<file path="config.mk">
export PLATFORM = sky130hd
export DESIGN_NAME = mgmt_csr_device_flat
export DESIGN_NICKNAME = d
export VERILOG_FILES = /design/src/mgmt_csr_pkg.sv /design/src/mgmt_if.sv /design/src/rst_sync.sv /design/src/mgmt_csr_device.sv /design/src/flat_wrapper.sv
export SDC_FILE = /design/constraint.sdc
export NUM_CORES = 1
export LEC_CHECK = 0
export BUFFER_PORTS_ARGS = -buffer_cell sky130_fd_sc_hd__buf_2
export CORE_UTILIZATION = 50
export DETAILED_ROUTE_END_ITERATION = 16
export MAX_ROUTING_LAYER = met4
export PLACE_DENSITY = 0.76
export SLEW_MARGIN = 25
export SYNTH_ARGS = -nofsm -noshare
export SYNTH_HDL_FRONTEND = slang
export SYNTH_SLANG_ARGS = --single-unit
</file>
<file path="constraint.sdc">
create_clock -name ref_clk_i -period 3.7 [get_ports ref_clk_i]
set_input_delay 0.74 -clock ref_clk_i [delete_from_list [all_inputs] [get_ports ref_clk_i]]
set_output_delay 0.74 -clock ref_clk_i [all_outputs]
set_load 0.005 [all_outputs]
</file>
<file path="src/mgmt_csr_pkg.sv">
// Shared register map, field layout and timing constants
package mgmt_csr_pkg;
  localparam int ADDR_W = 16;
  localparam int DATA_W = 32;
  // Word offsets of the PHY region registers
  localparam logic [15:0] OFS_REVISION = 16'h0300;
  localparam logic [15:0] OFS_SCRATCH = 16'h0301;
  localparam logic [15:0] OFS_NAME0 = 16'h0302;
  localparam logic [15:0] OFS_NAME1 = 16'h0303;
  localparam logic [15:0] OFS_NAME2 = 16'h0304;
  localparam logic [15:0] OFS_SETUP = 16'h0310;
  // Region bases, each 256 words; decoded on the upper byte
  localparam logic [7:0] REGION_PHY = 8'h03;
  localparam logic [7:0] REGION_TXMAC = 8'h04;
  localparam logic [7:0] REGION_RXMAC = 8'h05;
  // Reset values
  localparam logic [31:0] SCRATCH_RST = 32'h0000_0000;
  localparam logic [31:0] SETUP_RST = 32'h0000_0000;
  localparam logic [31:0] SETUP_MASK = 32'h0000_0037;
  localparam logic [31:0] UNMAPPED_DATA = 32'h0000_0000;
  // Identity words: arbitrary neutral values
  localparam logic [31:0] REVISION_VAL = 32'h0000_0001;
  localparam logic [31:0] NAME0_VAL = 32'h0000_4142;
  localparam logic [31:0] NAME1_VAL = 32'h0000_4344;
  localparam logic [31:0] NAME2_VAL = 32'h0045_4647;
  // Read latency of the device side, in cycles of wait
  localparam int RD_WAIT_CYC = 1;
  // Controller-side registers (own port)
  localparam logic [3:0] CTL_CMD = 4'h0;
  localparam logic [3:0] CTL_ADDR = 4'h1;
  localparam logic [3:0] CTL_WDATA = 4'h2;
  localparam logic [3:0] CTL_RDATA = 4'h3;
  localparam logic [3:0] CTL_STATUS = 4'h4;
  localparam int CMD_WR_BIT = 0;
  localparam int CMD_RD_BIT = 1;
  localparam int STS_BUSY_BIT = 0;
  localparam int STS_DONE_BIT = 1;
  // Hard reset hold, in cycles
  localparam int RST_HOLD_CYC = 10;
endpackage : mgmt_csr_pkg

</file>
<file path="src/mgmt_if.sv">
// Management port joining the device and its bus master
`timescale 1ns/10ps
interface mgmt_if;
  logic [15:0] addr;
  logic read;
  logic write;
  logic [31:0] writedata;
  logic [31:0] readdata;
  logic readdata_valid;
  logic waitrequest;
  logic legacy_rst;
  modport device (
    input addr, read, write, writedata, legacy_rst,
    output readdata, readdata_valid, waitrequest
  );
  modport master (
    output addr, read, write, writedata, legacy_rst,
    input readdata, readdata_valid, waitrequest
  );
endinterface : mgmt_if

</file>
<file path="src/rst_sync.sv">
// Asynchronous-assert, synchronous-release reset synchroniser
`timescale 1ns/10ps
module rst_sync (
  input wire logic ref_clk_i,
  input wire logic arst_n_i,
  output logic srst_n_o
);
  logic meta_q;
  // Two stages; only the second is read outside
  always_ff @(posedge ref_clk_i or negedge arst_n_i)
  begin
    if (!arst_n_i)
    begin
      meta_q <= 1'b0;
      srst_n_o <= 1'b0;
    end
    else
    begin
      meta_q <= 1'b1;
      srst_n_o <= meta_q;
    end
  end
endmodule : rst_sync

</file>
<file path="src/mgmt_csr_device.sv">
// Device end: register bank, hard reset handling and link status
`timescale 1ns/10ps
module mgmt_csr_device #(
  parameter int LANES = 2,
  parameter bit FAULT_GEN_EN = 1'b1
) (
  input wire logic ref_clk_i,
  input wire logic sys_rst_i,
  input wire logic tx_rst_n_i,
  input wire logic rx_rst_n_i,
  input wire logic csr_rst_n_i,
  mgmt_if.device bus,
  input wire logic [LANES-1:0] lane_tx_stable_i,
  input wire logic [LANES-1:0] lane_block_lock_i,
  input wire logic [LANES-1:0] lane_marker_found_i,
  input wire logic [LANES-1:0] lane_deskewed_i,
  input wire logic mac_local_fault_i,
  input wire logic mac_remote_fault_i,
  output logic tx_lanes_stable_o,
  output logic rx_block_lock_o,
  output logic receive_marker_found_o,
  output logic rx_pcs_ready_o,
  output logic local_fault_o,
  output logic remote_fault_o,
  output logic [31:0] setup_ctrl_o
);
  import mgmt_csr_pkg::*;

  logic tx_arst_n;
  logic rx_arst_n;
  logic csr_srst_n;
  logic tx_srst_n;
  logic rx_srst_n;
  logic [31:0] scratch_q;
  logic [31:0] setup_q;
  logic [31:0] rd_data_d;
  logic rd_pend_q;
  logic [15:0] rd_addr_q;
  logic [LANES-1:0] tx_s1_q, tx_s2_q, bl_s1_q, bl_s2_q;
  logic [LANES-1:0] am_s1_q, am_s2_q, dk_s1_q, dk_s2_q;
  logic [1:0] flt_s1_q, flt_s2_q;

  // Path resets combine with the global one; legacy input unused
  assign tx_arst_n = tx_rst_n_i & csr_rst_n_i & ~sys_rst_i;
  assign rx_arst_n = rx_rst_n_i & csr_rst_n_i & ~sys_rst_i;

  // Hard resets are synchronised; pulse must last hold
  rst_sync u_csr_sync (
    .ref_clk_i(ref_clk_i),
    .arst_n_i(csr_rst_n_i & ~sys_rst_i),
    .srst_n_o(csr_srst_n)
  );
  rst_sync u_tx_sync (
    .ref_clk_i(ref_clk_i),
    .arst_n_i(tx_arst_n),
    .srst_n_o(tx_srst_n)
  );
  rst_sync u_rx_sync (
    .ref_clk_i(ref_clk_i),
    .arst_n_i(rx_arst_n),
    .srst_n_o(rx_srst_n)
  );

  // PHY registers: only global reset clears them
  always_ff @(posedge ref_clk_i or negedge csr_srst_n)
  begin
    if (!csr_srst_n)
    begin
      scratch_q <= SCRATCH_RST;
      setup_q <= SETUP_RST;
    end
    else if (bus.write && !rd_pend_q)
    begin
      // Writes complete at once, no wait state
      if (bus.addr == OFS_SCRATCH)
        scratch_q <= bus.writedata;
      else if (bus.addr == OFS_SETUP)
        setup_q <= bus.writedata & SETUP_MASK;
    end
  end

  // Read handshake: one wait cycle then data with valid
  always_ff @(posedge ref_clk_i or negedge csr_srst_n)
  begin
    if (!csr_srst_n)
    begin
      rd_pend_q <= 1'b0;
      rd_addr_q <= 16'h0000;
    end
    else
    begin
      rd_pend_q <= bus.read && !rd_pend_q;
      rd_addr_q <= bus.addr;
    end
  end

  // Read decode over the three regions; MAC space reads zero
  always_comb
  begin
    rd_data_d = UNMAPPED_DATA;
    case (rd_addr_q[15:8])
      REGION_PHY:
      begin
        case (rd_addr_q)
          OFS_REVISION: rd_data_d = REVISION_VAL;
          OFS_SCRATCH: rd_data_d = scratch_q;
          OFS_NAME0: rd_data_d = NAME0_VAL;
          OFS_NAME1: rd_data_d = NAME1_VAL;
          OFS_NAME2: rd_data_d = NAME2_VAL;
          OFS_SETUP: rd_data_d = setup_q;
          default: rd_data_d = UNMAPPED_DATA;
        endcase
      end
      REGION_TXMAC: rd_data_d = UNMAPPED_DATA;
      REGION_RXMAC: rd_data_d = UNMAPPED_DATA;
      default: rd_data_d = UNMAPPED_DATA;
    endcase
  end

  // Answer registers; silent while global reset is in force
  always_ff @(posedge ref_clk_i or negedge csr_srst_n)
  begin
    if (!csr_srst_n)
    begin
      bus.readdata <= 32'h0000_0000;
      bus.readdata_valid <= 1'b0;
    end
    else
    begin
      bus.readdata_valid <= rd_pend_q;
      if (rd_pend_q)
        bus.readdata <= rd_data_d;
    end
  end

  // Wait: high in the read's first cycle, and through global reset
  // Independent of link and path resets, so port keeps answering
  always_comb
  begin
    bus.waitrequest = !csr_srst_n || (bus.read && !rd_pend_q);
  end

  assign setup_ctrl_o = setup_q;

  // Status inputs are asynchronous: two flops before use
  always_ff @(posedge ref_clk_i or negedge tx_srst_n)
  begin
    if (!tx_srst_n)
    begin
      tx_s1_q <= '0;
      tx_s2_q <= '0;
      tx_lanes_stable_o <= 1'b0;
    end
    else
    begin
      tx_s1_q <= lane_tx_stable_i;
      tx_s2_q <= tx_s1_q;
      tx_lanes_stable_o <= &tx_s2_q;
    end
  end

  // Receive lock chain; reset by RX or global reset
  always_ff @(posedge ref_clk_i or negedge rx_srst_n)
  begin
    if (!rx_srst_n)
    begin
      bl_s1_q <= '0;
      bl_s2_q <= '0;
      am_s1_q <= '0;
      am_s2_q <= '0;
      dk_s1_q <= '0;
      dk_s2_q <= '0;
      rx_block_lock_o <= 1'b0;
      receive_marker_found_o <= 1'b0;
      rx_pcs_ready_o <= 1'b0;
    end
    else
    begin
      bl_s1_q <= lane_block_lock_i;
      bl_s2_q <= bl_s1_q;
      am_s1_q <= lane_marker_found_i;
      am_s2_q <= am_s1_q;
      dk_s1_q <= lane_deskewed_i;
      dk_s2_q <= dk_s1_q;
      rx_block_lock_o <= &bl_s2_q;
      receive_marker_found_o <= &am_s2_q;
      // Ready needs lock, markers and deskew on every lane
      rx_pcs_ready_o <= &dk_s2_q & &am_s2_q & &bl_s2_q;
    end
  end

  // Fault flags, present only with fault generation enabled
  always_ff @(posedge ref_clk_i or negedge rx_srst_n)
  begin
    if (!rx_srst_n)
    begin
      flt_s1_q <= 2'h0;
      flt_s2_q <= 2'h0;
      local_fault_o <= 1'b0;
      remote_fault_o <= 1'b0;
    end
    else
    begin
      flt_s1_q <= {mac_remote_fault_i, mac_local_fault_i};
      flt_s2_q <= flt_s1_q;
      local_fault_o <= FAULT_GEN_EN & flt_s2_q[0];
      remote_fault_o <= FAULT_GEN_EN & flt_s2_q[1];
    end
  end
endmodule : mgmt_csr_device

</file>
<file path="src/flat_wrapper.sv">
// flat-port wrapper written by rule: the top's interface ports become plain ports
module mgmt_csr_device_flat import mgmt_csr_pkg::*;
#(
  parameter int LANES = 2,
  parameter bit FAULT_GEN_EN = 1'b1
)
  (ref_clk_i, sys_rst_i, tx_rst_n_i, rx_rst_n_i, csr_rst_n_i, lane_tx_stable_i, lane_block_lock_i, lane_marker_found_i, lane_deskewed_i, mac_local_fault_i, mac_remote_fault_i, tx_lanes_stable_o, rx_block_lock_o, receive_marker_found_o, rx_pcs_ready_o, local_fault_o, remote_fault_o, setup_ctrl_o, bus_addr, bus_read, bus_write, bus_writedata, bus_legacy_rst, bus_readdata, bus_readdata_valid, bus_waitrequest);
  mgmt_if bus_i ();
  input wire logic ref_clk_i;
  input wire logic sys_rst_i;
  input wire logic tx_rst_n_i;
  input wire logic rx_rst_n_i;
  input wire logic csr_rst_n_i;
  input wire logic [LANES-1:0] lane_tx_stable_i;
  input wire logic [LANES-1:0] lane_block_lock_i;
  input wire logic [LANES-1:0] lane_marker_found_i;
  input wire logic [LANES-1:0] lane_deskewed_i;
  input wire logic mac_local_fault_i;
  input wire logic mac_remote_fault_i;
  output logic tx_lanes_stable_o;
  output logic rx_block_lock_o;
  output logic receive_marker_found_o;
  output logic rx_pcs_ready_o;
  output logic local_fault_o;
  output logic remote_fault_o;
  output logic [31:0] setup_ctrl_o;
  input wire logic [$bits(bus_i.addr)-1:0] bus_addr;
  input wire logic [$bits(bus_i.read)-1:0] bus_read;
  input wire logic [$bits(bus_i.write)-1:0] bus_write;
  input wire logic [$bits(bus_i.writedata)-1:0] bus_writedata;
  input wire logic [$bits(bus_i.legacy_rst)-1:0] bus_legacy_rst;
  output wire logic [$bits(bus_i.readdata)-1:0] bus_readdata;
  output wire logic [$bits(bus_i.readdata_valid)-1:0] bus_readdata_valid;
  output wire logic [$bits(bus_i.waitrequest)-1:0] bus_waitrequest;
  assign bus_i.addr = bus_addr;
  assign bus_i.read = bus_read;
  assign bus_i.write = bus_write;
  assign bus_i.writedata = bus_writedata;
  assign bus_i.legacy_rst = bus_legacy_rst;
  assign bus_readdata = bus_i.readdata;
  assign bus_readdata_valid = bus_i.readdata_valid;
  assign bus_waitrequest = bus_i.waitrequest;
  mgmt_csr_device #(.LANES(LANES), .FAULT_GEN_EN(FAULT_GEN_EN)) u_core (.ref_clk_i(ref_clk_i), .sys_rst_i(sys_rst_i), .tx_rst_n_i(tx_rst_n_i), .rx_rst_n_i(rx_rst_n_i), .csr_rst_n_i(csr_rst_n_i), .bus(bus_i), .lane_tx_stable_i(lane_tx_stable_i), .lane_block_lock_i(lane_block_lock_i), .lane_marker_found_i(lane_marker_found_i), .lane_deskewed_i(lane_deskewed_i), .mac_local_fault_i(mac_local_fault_i), .mac_remote_fault_i(mac_remote_fault_i), .tx_lanes_stable_o(tx_lanes_stable_o), .rx_block_lock_o(rx_block_lock_o), .receive_marker_found_o(receive_marker_found_o), .rx_pcs_ready_o(rx_pcs_ready_o), .local_fault_o(local_fault_o), .remote_fault_o(remote_fault_o), .setup_ctrl_o(setup_ctrl_o));
endmodule
</file>
==> impl_metrics.env <==
export IMPL_post_route_drc_count=0
export IMPL_dp_slack_ns=1.07
export IMPL_layout_commonest_cell="dfrtp_1"
export IMPL_gp_congestion=0.767
export IMPL_nFillCells=632
export IMPL_worst_slew_pin_slew_ns=0.929
export IMPL_clk_latency_ns=0.50
export IMPL_cts_sinks=119
export IMPL_root_buffer="clkbuf_8"
export IMPL_hold_viol=0
export IMPL_clockBufferDepth=2
export IMPL_ys_seq_area_share_pct=67.7
export IMPL_yosysTopAreaCell="dfrtp_1"
export IMPL_rsz0062_at_grt="false"
export IMPL_cts_resized=0
export IMPL_antenna_found_initial=0
export IMPL_reg2reg_from="u_core.rd_addr_q[2]$_DFF_PN0_"
export IMPL_drive_gt1_share_pct=43.6
export IMPL_synth_area_sq_um=4400
export IMPL_finalWirelength_um=8360
export IMPL_path_max_fanout=19
export IMPL_first_iter_violations=114
export IMPL_num_antenna_cells=0
export IMPL_clk_pin_slew_ns=0.06
export IMPL_p_total_uw=2960
export IMPL_max_cap_violations=0
export IMPL_arrival_ns=2.71
export IMPL_syn_inst=292
export IMPL_slew_violations=0
export IMPL_die_area_sq_um=9170
export IMPL_max_slew_margin_rel_pct=37.9
export IMPL_port_buffers=109
export IMPL_dieHeight_um=95.8
export IMPL_ys_ff_latch=119
export IMPL_ys_types=36
export IMPL_finalCriticalPeriod_ns=2.29
export IMPL_yosysWarningCount=0
export IMPL_reg2reg_depth=4
export IMPL_layout_common_cells="dfrtp_1 (118), buf_2 (109), mux2_2 (31)"
export IMPL_holdBufCountCts=0
export IMPL_synth_area_top_cells="dfrtp_1 (68%), mux2_2 (7.9%), buf_4 (4.6%)"
export IMPL_power_density_nw_per_um2=538
export IMPL_htree_levels=4
export IMPL_reg2reg_slack_ns=1.41
export IMPL_postSynthAreaPerCell_sq_um=15.1
export IMPL_tns_ns=0
export IMPL_routed_via_density=5.08
export IMPL_grt_ovfl_total=0
export IMPL_max_freq_ghz=0.437
export IMPL_cts_tree="done"
export IMPL_grt_pass1_vias=2759
export IMPL_synth_top_area_share_pct=67.7
export IMPL_end_kind="flip-flop"
export IMPL_grt_pass1_wl_um=13800
export IMPL_vdd_drop_max_mv=0.387
export IMPL_drtPass1Iterations=4
export IMPL_vias=2705
export IMPL_worst_slack_ns=1.41
export IMPL_period_share_pct=61.9
export IMPL_post_route_util_pct=65.7
export IMPL_layout_nets=480
export IMPL_start_kind="flip-flop"
export IMPL_grt_max_degree=54
export IMPL_p_leak_uw=0.00287
export IMPL_post_cts_buffers=0
export IMPL_die_width_um=95.8
export IMPL_min_path_type="reg -> async"
export IMPL_path_class="reg -> reg"
export IMPL_r2r_end="u_core.bus.readdata[3]$_DFFE_PN0P_"
export IMPL_skew_ns=0.0115
export IMPL_outcome="finished clean"
export IMPL_grt_usage_pct=21.6
export IMPL_setup_viol=0
export IMPL_rows=33
export IMPL_fp_coreArea_sq_um=8380
export IMPL_dp_hpwl_um=5650
export IMPL_wl_per_cell_um=15.7
export IMPL_crit_required_ns=4.13
export IMPL_start_util_pct=52.4
export IMPL_numCtsBuffers=17
export IMPL_num_io_pins=138
export IMPL_detail_route_antenna_nets=0
export IMPL_syn2layout_area_growth_pct=25.4
Yosys cell counts (all sizes together):
| master | n |
|---|---|
| a211oi | 1 |
| a22o | 21 |
| nor4b | 1 |
| nor3 | 3 |
| conb | 2 |
| and4 | 2 |
| and2 | 6 |
| or4 | 1 |
| clkbuf | 6 |
| mux2 | 37 |
| o22ai | 2 |
| or2 | 1 |
| a221o | 5 |
| nand2 | 3 |
| nand2b | 6 |
| inv | 1 |
| o21ai | 2 |
| nand3 | 1 |
| nor2 | 7 |
| nor4bb | 1 |
| a21oi | 8 |
| dfrtp | 119 |
| nor2b | 9 |
| nor4 | 5 |
| nand4 | 2 |
| buf | 31 |
| nor3b | 2 |
| a2111oi | 1 |
| o2bb2ai | 6 |
cell families (layout without fill, tap and decap cells):
| kind of cell | Yosys count | count (layout) | share of synthesized area, % |
|---|---|---|---|
| mux | 37 | 37 | 9.48 |
| flops | 119 | 119 | 67.7 |
| compound gates | 46 | 46 | 8.31 |
| other cells | 2 | 30 | 0.171 |
| simple gates | 50 | 50 | 8.06 |
| buf+inv | 38 | 145 | 6.23 |
worst max-delay path by stage:
stage                                               startpoint                            endpoint  slack (ns)  cells after the start
after floorplan           u_core.u_csr_sync.srst_n_o$_DFF_PN0_                     bus_waitrequest        0.59                      1
after global placement                            bus_addr[12]    u_core.scratch_q[27]$_DFFE_PN0P_        1.14                      6
after detailed placement                          bus_addr[11]    u_core.scratch_q[16]$_DFFE_PN0P_        1.07                      6
after CTS                           u_core.rd_pend_q$_DFF_PN0_  u_core.bus.readdata[3]$_DFFE_PN0P_        1.36                      3
after global routing             u_core.rd_addr_q[0]$_DFF_PN0_  u_core.bus.readdata[3]$_DFFE_PN0P_        1.24                      4
final                            u_core.rd_addr_q[2]$_DFF_PN0_  u_core.bus.readdata[3]$_DFFE_PN0P_        1.41                      4
metal layers:
layer	vias up	global-route usage, %	wire length, um
met5	-	-	0
met1	1360	27.9	3660
li1	1233	-	-
met2	103	32.0	4140
met3	9	8.21	456
met4	0	6.34	100
critical path, cell delays in order, from the launching register on:
cell	delay, ns
dfrtp_1	0.50
nor2b_1	0.51
nand2_1	0.20
nor3_4	0.75
a22o_1	0.25
sequential cells by signal, indices dropped and copies added, names as in the netlist, 5 cells and up:
register / flops
u_core.rd_addr_q: 16
u_core.bus.readdata: 32
u_core.scratch_q: 32
u_core.setup_ctrl_o: 5
metrics by stage:
stage               instances  instance area, sq um  hold slack [ns]
floorplan                 320                  4500           0.0541
global placement          499                  4930           0.0642
detailed placement        500                  4950           0.0769
CTS                       532                  5510           0.0845
global route              532                  5510           0.0897
finish                    532                  5510           0.0816
final cells by class:
| cell class | count | area [sq um] | area share, % |
|---|---|---|---|
| flip-flops and latches | 119 | 2980 | 54.1 |
| multi-input cells | 163 | 1250 | 22.7 |
| repair buffers | 112 | 581 | 10.5 |
| clock buffers | 17 | 414 | 7.52 |
| clock inverters | 15 | 150 | 2.72 |
| well taps | 105 | 131 | 2.38 |
| inverters | 1 | 3.75 | 0.0681 |
report_power, final:
part	total, uW	internal, uW	switching (uW)
clock	1510	860	653
combinational	100	40.7	59.3
sequential	1350	1330	20.3
total	2960	2230	732
No activity file was read; power rests on OpenSTA's default activity.
